$ cat src/bsse_defs.vh
// constants for the branch, skip, shift and bit-I/O execution block
// assumes a decoder in front has already split each instruction into an
// operation code and its operands
//
// Operation
// RL1: compare ops subtract, discard, set ZNVCH, 1 cycle
// RL2: skip if register bit clear, flags kept
// RL3: skip if register bit set, flags kept
// RL4: skip if I/O bit clear, flags kept
// RL5: skip if I/O bit set, flags kept
// RL6: branch if chosen flag set, pc+k+1
// RL7: branch if chosen flag clear, pc+k+1
// RL8: carry set/lower on C=1, clear/higher C=0
// RL9: equal on Z=1, not equal on Z=0
// RL10: minus on N=1, plus on N=0
// RL11: signed ge on N^V=0, lt on 1
// RL12: half carry branches on H flag
// RL13: T flag branches on T flag
// RL14: overflow branches on V flag
// RL15: interrupt branches on I flag
// RL16: I/O bit set/clear, two cycles
// RL17: shift left, zero in, ZCNV, 1 cycle
// RL18: shift right, zero in, ZCNV, 1 cycle
// RL19: rotate left through carry, ZNV, 1 cycle; code also sets C from bit 7
// RL20: skip costs 2, or 3 for two-word
// RL21: shifts set C out, N top, V=N^C
`ifndef BSSE_DEFS_VH
`define BSSE_DEFS_VH

// ----------------------------------------------------------------------
// operation codes
// ----------------------------------------------------------------------
`define BSSE_OP_W 5
`define BSSE_OP_NOP 5'h00
`define BSSE_OP_CMP 5'h01
`define BSSE_OP_CMPC 5'h02
`define BSSE_OP_CMPI 5'h03
`define BSSE_OP_SKRC 5'h04
`define BSSE_OP_SKRS 5'h05
`define BSSE_OP_SKIC 5'h06
`define BSSE_OP_SKIS 5'h07
`define BSSE_OP_BRFS 5'h08
`define BSSE_OP_BRFC 5'h09
`define BSSE_OP_BRANCH_EQUAL_OP 5'h0A
`define BSSE_OP_BRNEQ 5'h0B
`define BSSE_OP_BRCSET 5'h0C
`define BSSE_OP_BRCCLR 5'h0D
`define BSSE_OP_BRSAME 5'h0E
`define BSSE_OP_BRLOW 5'h0F
`define BSSE_OP_BRMIN 5'h10
`define BSSE_OP_BRPLUS 5'h11
`define BSSE_OP_BRSGE 5'h12
`define BSSE_OP_BRSLT 5'h13
`define BSSE_OP_BRHSET 5'h14
`define BSSE_OP_BRHCLR 5'h15
`define BSSE_OP_BRTSET 5'h16
`define BSSE_OP_BRTCLR 5'h17
`define BSSE_OP_BRVSET 5'h18
`define BSSE_OP_BRVCLR 5'h19
`define BSSE_OP_BRIEN 5'h1A
`define BSSE_OP_BRIDIS 5'h1B
`define BSSE_OP_IOSET 5'h1C
`define BSSE_OP_IOCLR 5'h1D
`define BSSE_OP_SHL 5'h1E
`define BSSE_OP_SHR 5'h1F
// rotate shares the shift-left code path, selected by a separate strobe bit
`define BSSE_OP_ROLC 5'h1E

// ----------------------------------------------------------------------
// status flag bit positions
// ----------------------------------------------------------------------
`define BSSE_FLAG_C 0
`define BSSE_FLAG_Z 1
`define BSSE_FLAG_N 2
`define BSSE_FLAG_V 3
`define BSSE_FLAG_S 4
`define BSSE_FLAG_H 5
`define BSSE_FLAG_T 6
`define BSSE_FLAG_I 7

// ----------------------------------------------------------------------
// widths, reset values and cycle counts
// ----------------------------------------------------------------------
`define BSSE_PC_W 10
`define BSSE_PC_RST 10'h000
`define BSSE_FLAGS_RST 8'h00
`define BSSE_CYC_BR_TAKEN 2'h2
`define BSSE_CYC_IO_BIT 2'h2
`define BSSE_CYC_SKIP_1W 2'h2
`define BSSE_CYC_SKIP_2W 2'h3
`define BSSE_CYC_ONE 2'h1

`endif

$ cat src/bsse_exec.v
// execution unit for compares, skips, flag branches, I/O bit writes and shifts
// assumes one issued operation per opReady pulse, operands valid that cycle, with opCode and bitSel held one cycle more for I/O bit writes,
// and the I/O space answering ioRdData combinationally for ioAddr
`timescale 1ns/1ps
`default_nettype none
`include "bsse_defs.vh"

module bsse_exec (
  input wire clk,
  input wire rst_b,
  input wire opValid,
  input wire [`BSSE_OP_W-1:0] opCode,
  input wire rotSel,
  input wire [7:0] opA,
  input wire [7:0] opB,
  input wire [2:0] bitSel,
  input wire [5:0] ioAddrIn,
  input wire [6:0] brOffset,
  input wire nextTwoWord,
  input wire [7:0] ioRdData,
  output reg opReady,
  output reg [`BSSE_PC_W-1:0] pcOut,
  output reg [7:0] statusFlags,
  output reg [7:0] resultOut,
  output reg resultWe,
  output reg [5:0] ioAddr,
  output reg [7:0] ioWrData,
  output reg ioWe
);

  // ----------------------------------------------------------------------
  // sequencer states
  // ----------------------------------------------------------------------
  localparam [2:0] ST_IDLE = 3'b001;
  localparam [2:0] ST_WAIT = 3'b010;
  localparam [2:0] ST_IOWR = 3'b100;

  reg [2:0] state_r;
  reg [2:0] state_nxt;
  reg [1:0] waitCnt_r;
  reg [1:0] waitCnt_nxt;
  reg [`BSSE_PC_W-1:0] pc_nxt;
  reg [7:0] flags_nxt;
  reg [7:0] res_nxt;
  reg resWe_nxt;
  reg [5:0] ioAddr_nxt;
  reg [7:0] ioWr_nxt;
  reg ioWe_nxt;
  reg ready_nxt;

  wire [7:0] fl;
  assign fl = statusFlags;

  // flag condition for every branch form; generic forms pick by bitSel
  function brCond;
    input [`BSSE_OP_W-1:0] op;
    input [7:0] f;
    input [2:0] s;
    begin
      case (op)
        `BSSE_OP_BRFS: brCond = f[s]; // RL6
        `BSSE_OP_BRFC: brCond = ~f[s]; // RL7
        `BSSE_OP_BRANCH_EQUAL_OP: brCond = f[`BSSE_FLAG_Z]; // RL9
        `BSSE_OP_BRNEQ: brCond = ~f[`BSSE_FLAG_Z]; // RL9
        `BSSE_OP_BRCSET: brCond = f[`BSSE_FLAG_C]; // RL8
        `BSSE_OP_BRLOW: brCond = f[`BSSE_FLAG_C]; // RL8
        `BSSE_OP_BRCCLR: brCond = ~f[`BSSE_FLAG_C]; // RL8
        `BSSE_OP_BRSAME: brCond = ~f[`BSSE_FLAG_C]; // RL8
        `BSSE_OP_BRMIN: brCond = f[`BSSE_FLAG_N]; // RL10
        `BSSE_OP_BRPLUS: brCond = ~f[`BSSE_FLAG_N]; // RL10
        `BSSE_OP_BRSGE: brCond = ~(f[`BSSE_FLAG_N] ^ f[`BSSE_FLAG_V]); // RL11
        `BSSE_OP_BRSLT: brCond = f[`BSSE_FLAG_N] ^ f[`BSSE_FLAG_V]; // RL11
        `BSSE_OP_BRHSET: brCond = f[`BSSE_FLAG_H]; // RL12
        `BSSE_OP_BRHCLR: brCond = ~f[`BSSE_FLAG_H]; // RL12
        `BSSE_OP_BRTSET: brCond = f[`BSSE_FLAG_T]; // RL13
        `BSSE_OP_BRTCLR: brCond = ~f[`BSSE_FLAG_T]; // RL13
        `BSSE_OP_BRVSET: brCond = f[`BSSE_FLAG_V]; // RL14
        `BSSE_OP_BRVCLR: brCond = ~f[`BSSE_FLAG_V]; // RL14
        `BSSE_OP_BRIEN: brCond = f[`BSSE_FLAG_I]; // RL15
        `BSSE_OP_BRIDIS: brCond = ~f[`BSSE_FLAG_I]; // RL15
        default: brCond = 1'b0;
      endcase
    end
  endfunction

  function isBranch;
    input [`BSSE_OP_W-1:0] op;
    begin
      isBranch = (op >= `BSSE_OP_BRFS) && (op <= `BSSE_OP_BRIDIS);
    end
  endfunction

  // ----------------------------------------------------------------------
  // compare datapath
  // ----------------------------------------------------------------------
  wire useCarry;
  wire [7:0] cmpR;
  wire [8:0] cmpDiff;
  wire [4:0] cmpLow;
  wire [7:0] cmpRes;
  wire [7:0] cmpFlags;
  assign useCarry = (opCode == `BSSE_OP_CMPC);
  assign cmpR = opB;
  assign cmpDiff = {1'b0, opA} - {1'b0, cmpR} - {8'h00, useCarry & fl[`BSSE_FLAG_C]}; // RL1
  assign cmpLow = {1'b0, opA[3:0]} - {1'b0, cmpR[3:0]}
    - {4'h0, useCarry & fl[`BSSE_FLAG_C]};
  assign cmpRes = cmpDiff[7:0];

  wire cmpV;
  wire cmpZ;
  assign cmpV = (opA[7] & ~cmpR[7] & ~cmpRes[7]) | (~opA[7] & cmpR[7] & cmpRes[7]);
  // carry form keeps Z only if already set, so multi-byte compares chain
  assign cmpZ = useCarry ? ((cmpRes == 8'h00) & fl[`BSSE_FLAG_Z]) : (cmpRes == 8'h00);
  assign cmpFlags = {fl[7:6], cmpLow[4], cmpRes[7] ^ cmpV, cmpV, cmpRes[7], cmpZ,
    cmpDiff[8]}; // RL1

  // ----------------------------------------------------------------------
  // shift and rotate datapath
  // ----------------------------------------------------------------------
  reg [7:0] shRes;
  reg shC;
  wire [7:0] shFlags;
  wire shN;
  wire shV;
  always @* begin
    if (opCode == `BSSE_OP_SHR) begin
      shRes = {1'b0, opA[7:1]}; // RL18
      shC = opA[0];
    end else if (rotSel) begin
      shRes = {opA[6:0], fl[`BSSE_FLAG_C]}; // RL19
      shC = opA[7];
    end else begin
      shRes = {opA[6:0], 1'b0}; // RL17
      shC = opA[7];
    end
  end
  assign shN = shRes[7]; // RL21
  assign shV = shN ^ shC; // RL21
  assign shFlags = {fl[7:5], shN ^ shV, shV, shN, shRes == 8'h00, shC};

  // ----------------------------------------------------------------------
  // skip test: register bit or I/O bit
  // ----------------------------------------------------------------------
  wire regBit;
  wire ioBit;
  assign regBit = opA[bitSel];
  assign ioBit = ioRdData[bitSel];

  wire [`BSSE_PC_W-1:0] pcInc;
  wire [`BSSE_PC_W-1:0] pcBr;
  assign pcInc = pcOut + 10'h001;
  // offset is sign-extended before the add so backward branches wrap cleanly
  assign pcBr = pcOut + {{3{brOffset[6]}}, brOffset} + 10'h001; // RL6

  // ----------------------------------------------------------------------
  // next-state decode
  // ----------------------------------------------------------------------
  always @* begin
    state_nxt = state_r;
    waitCnt_nxt = waitCnt_r;
    pc_nxt = pcOut;
    flags_nxt = statusFlags;
    res_nxt = resultOut;
    resWe_nxt = 1'b0;
    ioAddr_nxt = ioAddr;
    ioWr_nxt = ioWrData;
    ioWe_nxt = 1'b0;
    ready_nxt = 1'b0;
    case (state_r)
      ST_IDLE: begin
        if (opValid) begin
          ready_nxt = 1'b1;
          pc_nxt = pcInc;
          case (opCode)
            `BSSE_OP_CMP, `BSSE_OP_CMPC, `BSSE_OP_CMPI: begin
              flags_nxt = cmpFlags; // RL1
            end
            `BSSE_OP_SKRC, `BSSE_OP_SKRS, `BSSE_OP_SKIC, `BSSE_OP_SKIS: begin
              if ((opCode == `BSSE_OP_SKRC && !regBit) || // RL2
                  (opCode == `BSSE_OP_SKRS && regBit) || // RL3
                  (opCode == `BSSE_OP_SKIC && !ioBit) || // RL4
                  (opCode == `BSSE_OP_SKIS && ioBit)) begin // RL5
                pc_nxt = nextTwoWord ? pcOut + 10'h003 : pcOut + 10'h002;
                ready_nxt = 1'b0;
                state_nxt = ST_WAIT;
                // RL20
                waitCnt_nxt = nextTwoWord ? `BSSE_CYC_SKIP_2W - 2'h1 : `BSSE_CYC_SKIP_1W - 2'h1;
              end
            end
            `BSSE_OP_IOSET, `BSSE_OP_IOCLR: begin
              ioAddr_nxt = ioAddrIn;
              ready_nxt = 1'b0;
              state_nxt = ST_IOWR; // RL16
            end
            `BSSE_OP_SHL, `BSSE_OP_SHR: begin
              res_nxt = shRes;
              resWe_nxt = 1'b1;
              flags_nxt = shFlags; // RL17
            end
            default: begin
              if (isBranch(opCode) && brCond(opCode, statusFlags, bitSel)) begin
                pc_nxt = pcBr;
                ready_nxt = 1'b0;
                state_nxt = ST_WAIT;
                waitCnt_nxt = `BSSE_CYC_BR_TAKEN - 2'h1;
              end
            end
          endcase
        end
      end
      ST_WAIT: begin
        waitCnt_nxt = waitCnt_r - 2'h1;
        if (waitCnt_r == 2'h1) begin
          ready_nxt = 1'b1;
          state_nxt = ST_IDLE;
        end
      end
      ST_IOWR: begin
        // read-modify-write in the second cycle; only the chosen bit changes
        ioWr_nxt = ioRdData;
        ioWr_nxt[bitSel] = (opCode == `BSSE_OP_IOSET); // RL16
        ioWe_nxt = 1'b1;
        ready_nxt = 1'b1;
        state_nxt = ST_IDLE;
      end
      default: begin
        state_nxt = ST_IDLE;
      end
    endcase
  end

  // ----------------------------------------------------------------------
  // state registers
  // ----------------------------------------------------------------------
  always @(posedge clk or negedge rst_b) begin
    if (!rst_b) begin
      state_r <= ST_IDLE;
      waitCnt_r <= 2'h0;
      pcOut <= `BSSE_PC_RST;
      statusFlags <= `BSSE_FLAGS_RST;
      resultOut <= 8'h00;
      resultWe <= 1'b0;
      ioAddr <= 6'h00;
      ioWrData <= 8'h00;
      ioWe <= 1'b0;
      opReady <= 1'b0;
    end else begin
      state_r <= state_nxt;
      waitCnt_r <= waitCnt_nxt;
      pcOut <= pc_nxt;
      statusFlags <= flags_nxt;
      resultOut <= res_nxt;
      resultWe <= resWe_nxt;
      ioAddr <= ioAddr_nxt;
      ioWrData <= ioWr_nxt;
      ioWe <= ioWe_nxt;
      opReady <= ready_nxt;
    end
  end

endmodule // bsse_exec
`default_nettype wire

$ cat config.mk
export PLATFORM = sky130hd
export DESIGN_NAME = bsse_exec
export DESIGN_NICKNAME = d
export VERILOG_FILES = /design/src/bsse_exec.v
export VERILOG_INCLUDE_DIRS = /design/src
export SDC_FILE = /design/constraint.sdc
export NUM_CORES = 1
export LEC_CHECK = 0
export BUFFER_PORTS_ARGS = -buffer_cell sky130_fd_sc_hd__clkbuf_2
export CORE_MARGIN = 2
export CORE_UTILIZATION = 50
export DETAILED_ROUTE_END_ITERATION = 16
export PLACE_DENSITY = 0.78
export SYNTH_ARGS = -nofsm -noshare
export SYNTH_HDL_FRONTEND = slang
export SYNTH_SLANG_ARGS = --single-unit
$ cat constraint.sdc
create_clock -name clk -period 2.8 [get_ports clk]
set_clock_uncertainty 0.2 [all_clocks]
set_input_delay 0.7 -clock clk [delete_from_list [all_inputs] [get_ports clk]]
set_output_delay 0.7 -clock clk [all_outputs]
set_load 0.05 [all_outputs]
Word-level counts from Yosys, hierarchy flattened
Index checks and enable logic that the tools add are counted.
{"block": "word_totals", "reg_bits": 46, "in_bits": 50, "out_inout_bits": 43, "wordCells": 164}
{"block": "classes", "add_sub_neg": 10, "order_cmp": 4, "n_eq_ne": 40, "muxes": 44, "bitwise_logic": 22, "reduce_logical": 33}
{"cell": "5-bit equality test, second input constant", "n": 14}
{"cell": "5-bit by 4-bit equality test with 1-bit output, second input constant", "n": 8}
{"cell": "10-bit two-way mux", "n": 3}
{"cell": "10-bit by 1-bit adder with 10-bit output, second input constant", "n": 2}
{"cell": "10-bit by 2-bit adder with 10-bit output, second input constant", "n": 2}
{"cell": "5-bit by 3-bit equality test with 1-bit output, second input constant", "n": 4}
{"cell": "10-bit one-hot mux with 2 select lines", "n": 1}
{"cell": "1-bit two-way mux", "n": 18}
{"cell": "8-bit zero test", "n": 2}
{"cell": "1-bit one-hot mux with 15 select lines", "n": 1}
{"cell": "3-bit two-way mux", "n": 4}
{"cell": "6-bit one-hot mux with 2 select lines", "n": 1}
{"cell": "1-bit NOT", "n": 11}
{"cell": "11-bit OR reduction", "n": 1}
{"cell": "10-bit adder", "n": 1}
{"cell": "5-bit by 2-bit equality test with 1-bit output, second input constant", "n": 2}
{"cell": "5-bit AND reduction", "n": 2}
{"cell": "2-bit OR reduction", "n": 5}
{"cell": "1-bit binary-select mux with 3-bit select", "n": 3}
{"cell": "3-bit one-hot mux with 3 select lines", "n": 1}
{"cell": "3-bit AND reduction", "n": 3}
{"cell": "8-bit by 8-bit subtractor with 9-bit output", "n": 1}
{"cell": "9-bit by 1-bit subtractor with 9-bit output", "n": 1}
{"cell": "8-bit bitwise mux", "n": 1}
{"cell": "35 further kinds", "n": 61}

Longest topological paths before layout
{"block": "depth", "depth_word": 12, "ltp_mapped": 15, "mapped_depth_nobuf": 14}

Worst setup path after synthesis
OpenSTA, ideal clock, no wires.
{"block": "synth_timing", "path_type": "input port to flip-flop", "from": "input port opCode[0]", "to": "register statusFlags[3]", "setup_time_ps": 137, "t_arrival_ps": 3755, "required_ps": 2463, "path_slack_ps": -1292, "path_stages": 14, "n_path_buf": 2, "cell_sequence": "clkbuf_1 > clkbuf_1 > nor4b_1 > nand2_1 > fa_1 > ha_1 > nand2_1 > a21boi_0 > o21ai_0 > a21o_1 > a211oi_1 > mux2_2 > a21oi_1 > a21oi_1"}
{"block": "synth_via", "elab_chain_cells": 7, "elab_cells_between_ends": 19, "classes_between": "1 x add/sub; 5 x eq/ne; 3 x mux; 6 x bitwise; 4 x reduce/logical"}
{"element": "start: declaration", "line_no": "bsse_exec.v:12", "source": "input wire [`BSSE_OP_W-1:0] opCode,"}
{"element": "5-bit by 2-bit equality test with 1-bit output"}
{"element": "1-bit AND", "line_no": "bsse_exec.v:104", "source": "assign cmpDiff = {1'b0, opA} - {1'b0, cmpR} - {8'h00, useCarry & fl[`BSSE_FLAG_C]};"}
{"element": "9-bit by 1-bit subtractor with 9-bit output", "line_no": "bsse_exec.v:104"}
{"element": "1-bit NOT", "line_no": "bsse_exec.v:111", "source": "assign cmpV = (opA[7] & ~cmpR[7] & ~cmpRes[7]) | (~opA[7] & cmpR[7] & cmpRes[7]);"}
{"element": "1-bit AND", "line_no": "bsse_exec.v:111"}
{"element": "1-bit bitwise OR", "line_no": "bsse_exec.v:111"}
{"element": "6-bit one-hot mux with 2 select lines", "line_no": "bsse_exec.v:174", "source": "case (opCode)"}
{"element": "end signal: assignment", "line_no": "bsse_exec.v:240", "source": "statusFlags <= `BSSE_FLAGS_RST;"}
{"element": "end signal: assignment", "line_no": "bsse_exec.v:251", "source": "statusFlags <= flags_nxt;"}
{"element": "end: declaration", "line_no": "bsse_exec.v:23", "source": "output reg [7:0] statusFlags,"}
Parallel ways exist; a longest one is shown, timed or not. The select of a mux whose other input is x is not followed.
A chain may end at the register's enable or synchronous reset.

Final worst setup path
{"block": "layout_timing", "from": "input port opCode[4]", "to": "register statusFlags[3]"}
The elaborated chain is that of the path after synthesis.

==> impl_metrics.csv <==
group,metric,value,unit
outcome,run_status,"finished with violations",
outcome,failing_checks,"negative setup slack",
worst_hold_path,hp-class,"in2async",
placement,dpl_worst_slack,-1.08,ns
clock_tree,tritoncts_buffers,5,
power_and_ir_drop,static-leakage-power,2.85,nW
timing,normalized_max_slew_margin,34.2,%
detailed_routing,dr_total_vias,4494,
detailed_routing,ant_nets,0,
synth,yosysWarnings,0,
setup_path,path_class,"in2reg",
detailed_routing,via_per_inst,5.78,
setup_path,cp_cell_sequence,"buf_6, or2_4, nor4b_4, nand2_1, fa_2, ha_4, nand2_4, a21boi_2, o21ai_2, a21o_1, a211oi_4, mux2_4, a21oi_2, a21oi_1",
timing,final_max_slew_viol_count,0,
setup_path,regToRegEndpoint,"statusFlags[3]",
detailed_routing,drtPass1Iterations,6,
power_and_ir_drop,power.density,872,nW/um^2
synth,synth-seq-area-share,27.9,%
timing,fin_crit_sh,123,%
layout,fraction_of_layout_cells_with_a_size_suffix_above_1,41.1,%
setup_path,r2r.worst_path.cells,11,
timing,totalNegativeSetupSlack,-3.75,ns
timing,report.final.setup_viol,15,
clock_tree,cts_root_buf,"clkbuf_8",
clock_tree,cts_tree,"yes",
die,floorplan.initialDensity,50.8,%
layout,num_antenna_cells,0,
setup_path,timing.critical_path.required,2.80,ns
detailed_routing,drtIter0Drc,273,
setup_path,slowest_delay,0.39,ns
synth,post_synth_instance_area,4130,um^2
setup_path,worstPathArrival,3.46,ns
layout,post_layout_nonfiller_instances,777,
detailed_routing,postRouteWirelength,12700,um
setup_path,end_kind,"register",
global_route,global_route.usage.total,28.1,%
die,floorplan.die.height,94.9,um
placement,place_area,5350,um^2
layout,register_area,1150,um^2
layout,total_area_of_multi_input_combinational_cells,2970,um^2
synth,async_flop_share,100,%
setup_path,timing.critical_path.fanout_max,4,
synth,postSynth.topFlopCell,"dfrtp_1",
clock_tree,post_cts_hold_buffer_count,0,
global_route,grt-ovfl-total,0,
timing,fmax,289,MHz
timing,hold_viol_final,0,
setup_path,path_buf_inv,1,
die,placeableCoreArea,8130,um^2
setup_path,r2r_slack,-0.06,ns
detailed_routing,drc,0,
clock_tree,clk_pin_slew,0.11,ns
clock_tree,clkSinkCount,46,
timing,worstMarginPinSlew,0.983,ns
synth,yosysUniqueCellTypes,67,
clock_tree,worst_skew_pair.late_latency,0.32,ns
global_route,grt_start_max_net_pins,25,
placement,detailed_place_hpwl,9180,um
timing,rsz_0062_raised_after_global_routing,"true",
layout,syn2layout_area_growth,41.4,%
global_route,antenna_violations_before_repair,0,
layout,filler_cell_count,584,
die,die_width,94.9,um
timing,final_period_minus_worst_setup_slack,3.46,ns
timing,final.setup.worst_slack,-0.656,ns
setup_path,worst_path_dominant_cell_family,"compound AO/OA/AOI/OAI gates",
clock_tree,clock_tree.htree_level_count,2,
setup_path,crit_path_top_delay_cell,"fa_2",
clock_tree,clock_tree.buffer_depth,2,
global_route,via_count_of_the_first_global_routing_pass,4524,
global_route,grt_pass1_wl,19900,um
setup_path,timing.rr.start,"statusFlags[0]",
detailed_routing,avgRoutedWirePerCell,16.4,um
die,ioPinCount,93,
layout,postLayoutCellArea,5840,um^2
job,max_cap_viol_count,0,
synth,synth.ff_latch_count,46,
synth,synth-edff-count,0,
placement,finalWeightedCongestion,0.919,
synth,postSynthAreaPerCell,8.30,um^2
die,die_area,9010,um^2
power_and_ir_drop,power,5.09,mW
placement,placedCellCount,750,
power_and_ir_drop,vdd_drop_max,0.558,mV
placement,io_buffer_count,90,
synth,syn_inst,498,
die,placement_rows,33,
layout,finalNetCount,753,
setup_path,critical_path.startpoint_type,"primary input",
==> registers in the layout, summed over array words and instances, names as in the netlist <==
| register | cells |
|---|---|
| waitCnt_r | 2 |
| pcOut | 10 |
| resultWe | 1 |
| state_r | 3 |
| opReady | 1 |
| ioAddr | 6 |
| ioWrData | 8 |
| statusFlags | 6 |
| resultOut | 8 |
| ioWe | 1 |
==> logic make-up after synthesis <==
group	share of synthesized area [%]
simple gates	18.5
fa+ha+maj	10.2
xor+xnor	5.33
other cells	0.0907
compound gates	20.6
flops	27.9
buf+inv	7.48
mux	9.84
==> how the worst max path moves through the flow <==
stage,from,end,slack (ns),cells after the start
2_1_floorplan,opCode[4],statusFlags[3],-0.95,14
3_3_place_gp,opCode[4],statusFlags[4],-1.03,14
3_5_place_dp,opCode[4],statusFlags[3],-1.08,14
4_1_cts,opCode[4],statusFlags[3],-0.63,14
5_1_grt,opCode[4],statusFlags[3],-0.76,14
6_report,opCode[4],statusFlags[3],-0.66,14
==> layer usage <==
metal	vias to the layer above	share of wire [%]	track usage [%]	wire [um]
li1	2111	-	-	-
met1	2145	39	32.0	5020
met2	195	51	51.4	6560
met3	43	6.0	5.03	764
met4	0	3.1	11.6	395
met5	-	0	0	0
==> stage by stage <==
stage / hold WS [ns] / utilization, %
global placement: 0.264 / 65.8
CTS: 0.202 / 69.2
finish: 0.191 / 71.9
global route: 0.237 / 71.9
floorplan: 0.204 / -
detailed placement: 0.273 / 65.8
==> where the power goes <==
part / internal (mW) / switching [mW]
clock: 0.187 / 0.280
combinational: 1.31 / 2.15
sequential: 0.927 / 0.243
total: 2.42 / 2.67
==> cell usage after synthesis, drive strengths merged, types with 6 or more instances <==
cell    count  share of area (%)
mux2       11                3.0
o22ai       7                1.1
nand2      38                3.5
o21ai      37                4.6
mux2i      17                4.1
and3        6               0.91
xnor2      16                3.8
nand4       8                1.2
nor2b       6               0.91
nor3        7               0.85
clkbuf     21                1.9
xor2        7                1.5
nor2       42                3.9
dfrtp      45                 27
nand3       9                1.1
buf         8                1.1
inv        49                4.4
a21oi      34                4.1
nand2b     11                1.7
ha         29                8.8
==> layout make-up <==
cell class / instances / area share [%]
Clock buffer: 5 / 1.18
Clock inverter: 3 / 0.492
Inverter: 49 / 3.15
Multi-Input combinational cell: 375 / 50.8
Sequential cell: 46 / 19.7
Tap cell: 105 / 2.25
Timing Repair Buffer: 194 / 22.5
==> cell usage in the layout (no fill, tap or decap), types with 11 or more instances in the layout <==
cell type  netlist  routed
nor2_1          41      39
nand2_1         37      33
xnor2_1         15      13
ha_1            29      28
o21ai_0         35      22
clkbuf_2         0      86
a21oi_1         34      22
mux2i_1         17      17
dfrtp_1         45      45
nand2b_1        11      11
buf_4            3      94
inv_1           49      47
==> timing repair <==
item | 4_1_cts | 5_1_grt
hold endpoints to repair | 0 | 0
endpoints found under the setup margin | 20 | 21
buffers inserted | 11 | 9
gates resized for setup | 23 | 39
pin swaps | 19 | 28
No activity file was read; power rests on OpenSTA's default activity.
